<file path="config.mk">
export PLATFORM = sky130hd
export DESIGN_NAME = dqm_mapper
export DESIGN_NICKNAME = d
export VERILOG_FILES = /design/src/dqm_pkg.sv /design/src/dqm_octet_ram.sv /design/src/dqm_scrambler.sv /design/src/dqm_mapper.sv
export SDC_FILE = /design/constraint.sdc
export NUM_CORES = 2
export LEC_CHECK = 0
export ABC_AREA = 1
export CAP_MARGIN = 0
export CORE_MARGIN = 4
export CORE_UTILIZATION = 26
export CTS_CLUSTER_SIZE = 16
export DETAILED_ROUTE_END_ITERATION = 8
export DONT_BUFFER_PORTS = 1
export PLACE_DENSITY = 0.41
export SLEW_MARGIN = 20
export SYNTH_ARGS = -nofsm -noshare
export SYNTH_HDL_FRONTEND = slang
export SYNTH_SLANG_ARGS = --single-unit
</file>
<file path="constraint.sdc">
create_clock -name mclk_i -period 9.4 [get_ports mclk_i]
set_input_delay 0.47 -clock mclk_i [delete_from_list [all_inputs] [get_ports mclk_i]]
set_output_delay 0.47 -clock mclk_i [all_outputs]
set_load 0.1 [all_outputs]
</file>
<file path="src/dqm_pkg.sv">
/*
  Shared constants and types for the slot-to-container mapper.
  Assumes a single 100 MHz core clock; all cycle counts derive from it.
*/
package dqm_pkg;
  // ==========================================================
  // Clocking and container timing
  localparam int unsigned CLK_PERIOD_NS = 10;
  localparam int unsigned FRAME_NS = 125000;
  localparam int unsigned FRAME_CYCLES = FRAME_NS / CLK_PERIOD_NS;
  localparam logic [3:0] VC4_ROWS = 4'h9;
  localparam logic [8:0] VC4_COLS = 9'h105;
  localparam logic [15:0] VC4_OCTETS = 16'h092D;
  // ==========================================================
  // Path overhead rows in the first column
  localparam logic [3:0] ROW_C2 = 4'h2;
  localparam logic [3:0] ROW_F2 = 4'h4;
  localparam logic [3:0] ROW_H4 = 4'h5;
  localparam logic [3:0] ROW_F3 = 4'h6;
  localparam logic [7:0] C2_LABEL = 8'h14;
  localparam logic [7:0] POH_IDLE = 8'h00;
  // ==========================================================
  // Slot layout
  localparam logic [5:0] SLOT_LEN = 6'h35;
  localparam logic [5:0] HDR_LEN = 6'h05;
  localparam logic [5:0] HCS_IDX = 6'h04;
  localparam logic [7:0] HCS_MASK = 8'h55;
  localparam logic [7:0] VOID_OCTET = 8'h00;
  localparam int unsigned SCR_LEN = 43;
  // ==========================================================
  // Octet type marker codes
  localparam logic [1:0] KIND_DATA = 2'h0;
  localparam logic [1:0] KIND_START = 2'h1;
  localparam logic [1:0] KIND_M1 = 2'h2;
  localparam logic [1:0] KIND_M2 = 2'h3;
  // ==========================================================
  // Link status codes
  localparam logic [1:0] LSS_CONNECTED = 2'h0;
  localparam logic [1:0] LSS_LINK_UP = 2'h1;
  localparam logic [1:0] LSS_HOB_INCAP = 2'h2;
  localparam logic [1:0] LSS_LINK_DOWN = 2'h3;
  // ==========================================================
  // Octet buffer
  localparam int unsigned FIFO_AW = 7;
  localparam int unsigned PTR_W = FIFO_AW + 1;
  localparam logic [PTR_W-1:0] FIFO_DEPTH = 8'h80;
  localparam logic [PTR_W-1:0] DISCARD_MIN = 8'h02;

  typedef struct packed {
    logic [1:0] kind;
    logic [7:0] data;
  } dqm_octet_t;

  typedef struct packed {
    logic valid;
    dqm_octet_t oct;
  } dqm_client_t;

  typedef struct packed {
    logic [7:0] data;
    logic strobe;
    logic fs;
    logic drive;
  } dqm_ai_t;
endpackage

</file>
<file path="src/dqm_octet_ram.sv">
/*
  Octet store for the client buffer: one write port, registered read.
  Assumes reads are held steady for two cycles before the data is used.
*/
`timescale 1ns/1ns
module dqm_octet_ram
  import dqm_pkg::*;
(
  input wire logic mclk_i, // Core clock
  input wire logic resetn_i, // Async reset, active low
  input wire logic we_i, // Write strobe
  input wire logic [FIFO_AW-1:0] waddr_i, // Write address
  input wire dqm_octet_t wdata_i, // Write octet
  input wire logic [FIFO_AW-1:0] raddr_i, // Read address
  output dqm_octet_t rdata_o // Registered read octet
);
  // ==========================================================
  // Storage
  dqm_octet_t mem [0:(1<<FIFO_AW)-1];

  // Array write, no reset needed on contents
  always_ff @(posedge mclk_i) begin
    if (we_i) begin
      mem[waddr_i] <= wdata_i;
    end
  end

  // Read data always from a register
  always_ff @(posedge mclk_i or negedge resetn_i) begin
    if (!resetn_i) begin
      rdata_o <= '0;
    end else begin
      rdata_o <= mem[raddr_i];
    end
  end
endmodule

</file>
<file path="src/dqm_scrambler.sv">
/*
  Self-synchronous x^43+1 scrambler, one octet per advance, MSB first.
  Assumes the caller raises advance only for slot payload octets.
*/
`timescale 1ns/1ns
module dqm_scrambler
  import dqm_pkg::*;
(
  input wire logic mclk_i, // Core clock
  input wire logic resetn_i, // Async reset, active low
  input wire logic advance_i, // Commit one octet
  input wire logic [7:0] din_i, // Plain octet
  output logic [7:0] dout_o // Scrambled octet
);
  // ==========================================================
  // State: history of scrambled output bits
  typedef struct packed {
    logic [SCR_LEN-1:0] hist;
  } dqm_scr_state_t;

  dqm_scr_state_t st_reg;
  dqm_scr_state_t st_next;

  // Bit-serial unroll; state is frozen unless advanced
  always_comb begin
    logic [SCR_LEN-1:0] h;
    h = st_reg.hist;
    dout_o = '0;
    for (int i = 7; i >= 0; i--) begin
      dout_o[i] = din_i[i] ^ h[SCR_LEN-1];
      h = {h[SCR_LEN-2:0], dout_o[i]};
    end
    st_next = st_reg;
    if (advance_i) begin
      st_next.hist = h;
    end
  end

  // State register
  always_ff @(posedge mclk_i or negedge resetn_i) begin
    if (!resetn_i) begin
      st_reg <= '0;
    end else begin
      st_reg <= st_next;
    end
  end
endmodule

</file>
<file path="src/dqm_mapper.sv">
/*
  Maps client slots and management octets into a container byte stream,
  adding C2, H4, F2 and F3, with void slots when client data runs short.
  Assumes the client clock is slow (about 125 ns) and data changes away
  from its rising edge; all client pins are synchronised here.
*/
// Operation
// - Slots placed row-wise, may cross frames
// - Type marker flags slot start, M1, M2
// - Validity flag gates each client octet
// - Scramble 48 payload octets, not header
// - Scrambler frozen outside slot payload
// - Self-synchronous scrambler, polynomial x^43 + 1
// - HCS octet XORed with 01010101
// - M1 into F2, M2 into F3
// - Add C2 and H4, fixed frame start
// - Link status code in H4 bits 1-2
// - Status codes 00, 11, 01, 10
// - H4 bits 3-8 hold slot offset
// - Slot offset always within 0 to 52
// - C2 carries label 0001 0100
// - Drive output only while activated
// - Void zero slots when client data missing
// - Insert received link status into H4
`timescale 1ns/1ns
module dqm_mapper
  import dqm_pkg::*;
#(
  parameter int unsigned FRAME_LEN = FRAME_CYCLES
) (
  input wire logic mclk_i, // Core clock, 100 MHz
  input wire logic resetn_i, // Async reset, active low
  input wire logic client_clock_i, // Client octet clock
  input wire logic [7:0] client_octet_stream_i, // Client octet
  input wire logic [1:0] octet_type_marker_i, // Data/start/M1/M2
  input wire logic octet_validity_i, // High when octet valid
  input wire logic [1:0] remote_link_status_in_i, // Status to send
  input wire logic activation_control_i, // Enable output
  output logic [7:0] container_output_data_o, // Container octet
  output logic container_octet_strobe_o, // Octet valid pulse
  output logic container_frame_start_o, // First octet of frame
  output logic container_drive_o, // Access point driven
  output logic void_slot_o, // Current slot is void
  output logic overflow_o // Sticky buffer overflow
);
  // ==========================================================
  // State record
  typedef struct packed {
    logic clk_s1;
    logic clk_s2;
    logic clk_s3;
    dqm_client_t cli_s1;
    dqm_client_t cli_s2;
    logic act_s1;
    logic act_s2;
    logic [1:0] lss_s1;
    logic [1:0] lss_s2;
    logic [15:0] acc;
    logic [3:0] row;
    logic [8:0] col;
    logic [5:0] slot_pos;
    logic slot_real;
    logic [7:0] m1;
    logic [7:0] m2;
    logic [PTR_W-1:0] wr_ptr;
    logic [PTR_W-1:0] rd_ptr;
    dqm_ai_t ai;
    logic void_slot;
    logic overflow;
  } dqm_state_t;

  dqm_state_t st_reg;
  dqm_state_t st_next;

  // ==========================================================
  // Internal strobes
  logic capture;
  logic tick;
  logic wr_en;
  logic pop;
  logic scr_adv;
  logic real_now;
  logic full;
  logic [PTR_W-1:0] count;
  logic [15:0] acc_sum;
  logic [5:0] offset;
  logic [7:0] payload_oct;
  dqm_octet_t head;
  logic [7:0] scr_out;

  // ==========================================================
  // Client octet store, crossing from client pace to container pace
  dqm_octet_ram u_ram (
    .mclk_i(mclk_i),
    .resetn_i(resetn_i),
    .we_i(wr_en),
    .waddr_i(st_reg.wr_ptr[FIFO_AW-1:0]),
    .wdata_i(st_reg.cli_s2.oct),
    .raddr_i(st_reg.rd_ptr[FIFO_AW-1:0]),
    .rdata_o(head)
  );

  // ==========================================================
  // Payload scrambler
  dqm_scrambler u_scr (
    .mclk_i(mclk_i),
    .resetn_i(resetn_i),
    .advance_i(scr_adv),
    .din_i(head.data),
    .dout_o(scr_out)
  );

  // ==========================================================
  // Next-state logic
  always_comb begin
    st_next = st_reg;
    capture = 1'b0;
    tick = 1'b0;
    wr_en = 1'b0;
    pop = 1'b0;
    scr_adv = 1'b0;
    real_now = st_reg.slot_real;
    payload_oct = VOID_OCTET;
    acc_sum = '0;

    // Two-stage synchronisers; stage one read only by stage two
    st_next.clk_s1 = client_clock_i;
    st_next.clk_s2 = st_reg.clk_s1;
    st_next.clk_s3 = st_reg.clk_s2;
    st_next.cli_s1 = {octet_validity_i, octet_type_marker_i, client_octet_stream_i};
    st_next.cli_s2 = st_reg.cli_s1;
    st_next.act_s1 = activation_control_i;
    st_next.act_s2 = st_reg.act_s1;
    st_next.lss_s1 = remote_link_status_in_i;
    st_next.lss_s2 = st_reg.lss_s1;

    // Rising client clock edge; data path shares the sync delay
    capture = st_reg.clk_s2 & ~st_reg.clk_s3;
    count = st_reg.wr_ptr - st_reg.rd_ptr;
    full = (count == FIFO_DEPTH);

    // Offset from H4 to the next slot start, 0..52
    offset = (st_reg.slot_pos == '0) ? 6'h00 : (SLOT_LEN - st_reg.slot_pos);

    // Client side: invalid octets never enter the store
    if (capture && st_reg.cli_s2.valid) begin
      unique case (st_reg.cli_s2.oct.kind)
        KIND_M1: begin
          st_next.m1 = st_reg.cli_s2.oct.data;
        end
        KIND_M2: begin
          st_next.m2 = st_reg.cli_s2.oct.data;
        end
        KIND_DATA, KIND_START: begin
          if (full) begin
            st_next.overflow = 1'b1; // Lost octet, slot will resync
          end else begin
            wr_en = 1'b1;
          end
        end
      endcase
    end
    if (wr_en) begin
      st_next.wr_ptr = st_reg.wr_ptr + 1'b1;
    end

    // Fractional octet pacing: exactly VC4_OCTETS ticks per frame
    acc_sum = st_reg.acc + VC4_OCTETS;
    if (acc_sum >= 16'(FRAME_LEN)) begin
      tick = 1'b1;
      st_next.acc = acc_sum - 16'(FRAME_LEN);
    end else begin
      st_next.acc = acc_sum;
    end

    // Output strobes last one cycle
    st_next.ai.strobe = 1'b0;
    st_next.ai.fs = 1'b0;
    st_next.ai.drive = st_reg.act_s2;

    if (tick) begin
      st_next.ai.strobe = st_reg.act_s2;
      st_next.ai.fs = st_reg.act_s2 && (st_reg.row == '0) && (st_reg.col == '0);

      if (st_reg.col == '0) begin
        // Path overhead column; unowned bytes stay idle
        unique case (st_reg.row)
          ROW_C2: st_next.ai.data = C2_LABEL;
          ROW_F2: st_next.ai.data = st_reg.m1;
          ROW_H4: st_next.ai.data = {st_reg.lss_s2, offset};
          ROW_F3: st_next.ai.data = st_reg.m2;
          default: st_next.ai.data = POH_IDLE;
        endcase
      end else begin
        // Slot start decision needs a whole slot already buffered
        if (st_reg.slot_pos == '0) begin
          real_now = (count >= PTR_W'(SLOT_LEN)) && (head.kind == KIND_START);
          st_next.slot_real = real_now;
        end
        if (real_now) begin
          pop = 1'b1;
          if (st_reg.slot_pos == HCS_IDX) begin
            payload_oct = head.data ^ HCS_MASK;
          end else if (st_reg.slot_pos < HDR_LEN) begin
            payload_oct = head.data;
          end else begin
            scr_adv = 1'b1;
            payload_oct = scr_out;
          end
        end else begin
          // Void octet; meanwhile drop stray octets to regain slot start
          payload_oct = VOID_OCTET;
          if ((count >= DISCARD_MIN) && (head.kind != KIND_START)) begin
            pop = 1'b1;
          end
        end
        st_next.ai.data = payload_oct;
        st_next.void_slot = ~real_now;
        // Slot counter runs on across frame edges
        if (st_reg.slot_pos == SLOT_LEN - 6'h01) begin
          st_next.slot_pos = '0;
        end else begin
          st_next.slot_pos = st_reg.slot_pos + 6'h01;
        end
      end

      // Row-major walk over the container
      if (st_reg.col == VC4_COLS - 9'h001) begin
        st_next.col = '0;
        if (st_reg.row == VC4_ROWS - 4'h1) begin
          st_next.row = '0;
        end else begin
          st_next.row = st_reg.row + 4'h1;
        end
      end else begin
        st_next.col = st_reg.col + 9'h001;
      end

    end

    // Quiet data on every cycle, not only at ticks, so it drops with drive
    if (!st_reg.act_s2) begin
      st_next.ai.data = '0;
    end

    if (pop) begin
      st_next.rd_ptr = st_reg.rd_ptr + 1'b1;
    end
  end

  // ==========================================================
  // State register
  always_ff @(posedge mclk_i or negedge resetn_i) begin
    if (!resetn_i) begin
      st_reg <= '0;
    end else begin
      st_reg <= st_next;
    end
  end

  // ==========================================================
  // Outputs come straight from the state register
  assign container_output_data_o = st_reg.ai.data;
  assign container_octet_strobe_o = st_reg.ai.strobe;
  assign container_frame_start_o = st_reg.ai.fs;
  assign container_drive_o = st_reg.ai.drive;
  assign void_slot_o = st_reg.void_slot;
  assign overflow_o = st_reg.overflow;
endmodule

</file>
==> impl_metrics.prom <==
# TYPE chip_impl_metric gauge
chip_impl_info{name="outcome",value="finished clean"} 1
chip_impl_metric{name="wl",unit="mm"} 191
chip_impl_metric{name="power.density_cell_area",unit="nW/µm²"} 282
chip_impl_metric{name="largest_register_ff_count",unit=""} 1280
chip_impl_metric{name="area_taken_by_multi_input_logic_gates",unit="µm²"} 14300
chip_impl_metric{name="total_routing_resource_utilization_after_global_routing",unit="%"} 16.0
chip_impl_metric{name="postRouteAntennaNets",unit=""} 0
chip_impl_metric{name="critical_path_arrival",unit="ns"} 5.64
chip_impl_metric{name="max_slew_headroom_at_the_worst_pin",unit="%"} 28.8
chip_impl_metric{name="synth_seq_area_share",unit="%"} 72.6
chip_impl_metric{name="cts.clk_slew.worst_paths",unit="ns"} 0.06
chip_impl_metric{name="first_iter_violations",unit=""} 4263
chip_impl_metric{name="report.final.hold_viol_count",unit=""} 0
chip_impl_metric{name="initial_antenna_violation_count",unit=""} 5
chip_impl_metric{name="number_of_different_library_cells_in_the_post_synthesis_netlist",unit=""} 43
chip_impl_metric{name="finalMaxSlewViolations",unit=""} 0
chip_impl_metric{name="route.detailed.vias_per_inst",unit=""} 4.87
chip_impl_metric{name="netlist_instances",unit=""} 4833
chip_impl_metric{name="postPlaceCellArea",unit="µm²"} 61700
chip_impl_info{name="cp_cell_sequence",value="inv_2 > ha_1 > a21oi_1 > nand2_1 > nand2_1 > nand3_1 > nand2_1 > nor2_1 > nand3_1 > nand3_2 > nor2_1 > nand2_1 > buf_4 > nor2_1"} 1
chip_impl_metric{name="clock_tree.buffer_depth",unit=""} 3
chip_impl_metric{name="fp-row-count",unit=""} 174
chip_impl_metric{name="drive_gt1_share",unit="%"} 7.14
chip_impl_metric{name="cellLeakagePower",unit="nW"} 22.0
chip_impl_metric{name="numCtsBuffers",unit=""} 162
chip_impl_metric{name="finalInstanceArea",unit="µm²"} 67000
chip_impl_metric{name="peakVddDrop",unit="mV"} 0.214
chip_impl_metric{name="detailedPlacementHpwl",unit="mm"} 114
chip_impl_metric{name="final_layout_setup_total_negative_slack",unit="ns"} 0
chip_impl_metric{name="synth-async-reset-ratio",unit="%"} 11.4
chip_impl_metric{name="synth.ff_latch_count",unit=""} 1445
chip_impl_metric{name="detailedRoute.firstPassIterationCount",unit=""} 8
chip_impl_metric{name="vias",unit=""} 38500
chip_impl_info{name="final_cell_mix",value="sky130_fd_sc_hd__edfxtp_1 (1280), sky130_fd_sc_hd__nor2_1 (908), sky130_fd_sc_hd__o21ai_0 (688)"} 1
chip_impl_metric{name="wl_per_cell",unit="µm"} 24.3
chip_impl_metric{name="clk_latency",unit="ns"} 0.81
chip_impl_metric{name="die_height",unit="µm"} 483
chip_impl_metric{name="max_stage_delay",unit="ns"} 0.70
chip_impl_metric{name="drv.max_cap_violation_count",unit=""} 0
chip_impl_metric{name="post_synth_instance_area",unit="µm²"} 58600
chip_impl_metric{name="core_area",unit="µm²"} 224000
chip_impl_metric{name="grt_max_degree",unit=""} 173
chip_impl_info{name="synth_flop_type",value="sky130_fd_sc_hd__edfxtp_1"} 1
chip_impl_metric{name="vias_in_the_first_global_route",unit=""} 37900
chip_impl_metric{name="fillers",unit=""} 22800
chip_impl_info{name="synth_largest_area_cell",value="sky130_fd_sc_hd__edfxtp_1"} 1
chip_impl_info{name="cts_tree",value="built"} 1
chip_impl_metric{name="net_count_reported_at_finish",unit=""} 4809
chip_impl_metric{name="critical_path_required",unit="ns"} 9.80
chip_impl_info{name="setup.worst_path.class",value="reg2reg"} 1
chip_impl_metric{name="synthesis.area_per_instance",unit="µm²"} 12.1
chip_impl_metric{name="port-buffer-count",unit=""} 0
chip_impl_metric{name="highest_net_fanout_along_the_worst_path",unit=""} 27
chip_impl_metric{name="seq_area",unit="µm²"} 42600
chip_impl_metric{name="utilization",unit="%"} 29.8
chip_impl_info{name="worst_setup_path_start_kind",value="flop"} 1
chip_impl_metric{name="h_tree_level_count",unit=""} 4
chip_impl_info{name="most_frequent_standard_cell_in_the_layout_excluding_fill_and_tap_cells",value="sky130_fd_sc_hd__edfxtp_1"} 1
chip_impl_metric{name="global_route_total_overflow",unit=""} 0
chip_impl_info{name="timing.critical_path.slowest_stage_cell",value="sky130_fd_sc_hd__nor2_1"} 1
chip_impl_metric{name="min_period",unit="ns"} 5.23
chip_impl_info{name="synth_area_leaders",value="sky130_fd_sc_hd__edfxtp_1 (66%), sky130_fd_sc_hd__dfrtp_1 (7.0%), sky130_fd_sc_hd__o21ai_0 (5.9%)"} 1
chip_impl_metric{name="clock_skew",unit="ns"} 0.0380
chip_impl_metric{name="route.detailed.drc",unit=""} 0
chip_impl_metric{name="synth.net_count",unit=""} 4873
chip_impl_metric{name="worst-r2r-cell-count",unit=""} 14
chip_impl_metric{name="place.gp.congestion",unit=""} 0.852
chip_impl_metric{name="area_overhead_vs_synth",unit="%"} 14.3
chip_impl_info{name="rsz0062_at_grt",value="false"} 1
chip_impl_metric{name="clkSinkCount",unit=""} 1445
chip_impl_metric{name="chipWidth",unit="µm"} 483
chip_impl_metric{name="first_pass_grt_wire_length",unit="mm"} 275
chip_impl_metric{name="floorplan.initialDensity",unit="%"} 26.1
chip_impl_info{name="worst_setup_path_end_kind",value="flop"} 1
chip_impl_info{name="worst_path_most_repeated_cell",value="sky130_fd_sc_hd__nand2_1"} 1
chip_impl_metric{name="worstMarginPinSlew",unit="ns"} 1.06
chip_impl_info{name="worstHoldPathType",value="in2reg"} 1
chip_impl_metric{name="max_freq",unit="MHz"} 191
chip_impl_metric{name="setup_viol",unit=""} 0
chip_impl_metric{name="die_area",unit="µm²"} 233000
chip_impl_metric{name="synth_top_area_share",unit="%"} 65.6
chip_impl_metric{name="synth_enable_flop_cells",unit=""} 1280
chip_impl_info{name="clock_tree.root_cell",value="sky130_fd_sc_hd__clkbuf_16"} 1
chip_impl_metric{name="hold_path_depth",unit=""} 1
chip_impl_metric{name="final.period_utilization",unit="%"} 55.7
chip_impl_metric{name="yosys_warnings",unit=""} 0
chip_impl_metric{name="floorplan.io_pins",unit=""} 30
==> path summary, 6_finish.rpt <==
check                                         to                      from  slack [ns]
worst min register to register        st_reg[92]               st_next[92]        0.35
worst max register to register  u_ram.mem[84][9]                st_reg[15]        4.17
worst min-delay path                 st_next[88]  client_octet_stream_i[1]        0.22
min in group asynchronous             st_reg[70]                  resetn_i        0.32
max in group asynchronous             st_reg[90]                  resetn_i        8.24
worst max-delay path            u_ram.mem[84][9]                st_reg[15]        4.17
==> repair_timing <==
| item | 4_1_cts | 5_1_grt |
|---|---|---|
| setup buffers | 0 | 0 |
| hold endpoints to repair | 180 | 0 |
| gates resized for setup | 0 | 0 |
| hold buffers | 17 | 0 |
==> routing by layer <==
layer / GRT usage, % / share of wire, % / vias up
li1: - / - / 17400
met1: 23.2 / 47 / 19700
met2: 25.1 / 45 / 1194
met3: 2.68 / 5.8 / 217
met4: 3.71 / 1.9 / 0
met5: 0 / 0 / -
==> critical path: cells and delay by family (launching register included) <==
family / cells / cell delay [ns]
buf+inv: 2 / 1.10
simple gates: 10 / 2.41
flops: 1 / 0.66
compound gates: 1 / 0.21
fa+ha+maj: 1 / 0.43
==> synthesized netlist by cell type (4+ instances only) <==
cell type                  count
sky130_fd_sc_hd__nand3_1     230
sky130_fd_sc_hd__buf_1        10
sky130_fd_sc_hd__inv_1       106
sky130_fd_sc_hd__nor4_1        4
sky130_fd_sc_hd__o21ai_0     688
sky130_fd_sc_hd__nand4_1      47
sky130_fd_sc_hd__o22ai_1     189
sky130_fd_sc_hd__clkinv_1      4
sky130_fd_sc_hd__xor2_1       36
sky130_fd_sc_hd__nand2_2      11
sky130_fd_sc_hd__buf_6         5
sky130_fd_sc_hd__o211ai_1     85
sky130_fd_sc_hd__a21oi_1      33
sky130_fd_sc_hd__nor2_2        5
sky130_fd_sc_hd__nand2_1     553
sky130_fd_sc_hd__xnor2_1       9
sky130_fd_sc_hd__nor3_1       13
sky130_fd_sc_hd__buf_2        78
sky130_fd_sc_hd__ha_1         22
sky130_fd_sc_hd__inv_2         8
sky130_fd_sc_hd__o21ai_2       4
sky130_fd_sc_hd__buf_4        15
sky130_fd_sc_hd__clkbuf_1    202
sky130_fd_sc_hd__edfxtp_1   1280
sky130_fd_sc_hd__dfrtp_1     165
sky130_fd_sc_hd__o21ai_1      18
sky130_fd_sc_hd__nor2_1      913
sky130_fd_sc_hd__a31oi_1       8
sky130_fd_sc_hd__o221ai_1     66
sky130_fd_sc_hd__nand3_2       4
==> per-stage QoR <==
stage / instances / setup slack [ns] / hold slack (ns) / total power [mW]
after floorplan: 4833 / 5.76 / 0.174 / 10.5
after global placement: 7580 / 4.21 / 0.182 / 12.9
after detailed placement: 7580 / 4.16 / 0.182 / 12.8
after CTS: 7894 / 4.18 / 0.158 / 19.0
after global routing: 7895 / 3.92 / 0.183 / 19.7
final: 7895 / 4.17 / 0.222 / 18.9
==> logic make-up (layout without fill, tap and decap cells) <==
kind of cell / Yosys count / in the layout / share of synthesized area (%)
adders and majority gates: 23 / 23 / 0.504
buffers and inverters: 428 / 497 / 3.07
and+or+nand+nor: 1790 / 1790 / 12.4
other: 0 / 1 / 0
DFF: 1445 / 1445 / 72.6
AOI/OAI and AO/OA: 1102 / 1102 / 10.7
xor gates and xnor gates: 45 / 45 / 0.672
==> final cells by class <==
class                           instances  area share [%]
Tap cell                             2992            5.59
Timing Repair Buffer                   82            1.14
Multi-Input combinational cell       2960            21.3
Clock buffer                          214            6.42
Clock inverter                         83            1.18
Inverter                              118           0.689
Antenna cell                            1         0.00374
Sequential cell                      1445            63.6
==> power by group <==
part           total [mW]  internal (mW)  switching (mW)
Sequential           7.31           7.07           0.234
Combinational        5.42           1.33            4.09
Clock                6.13           3.42            2.70
Note: power is estimated with default switching activity, not from simulation.
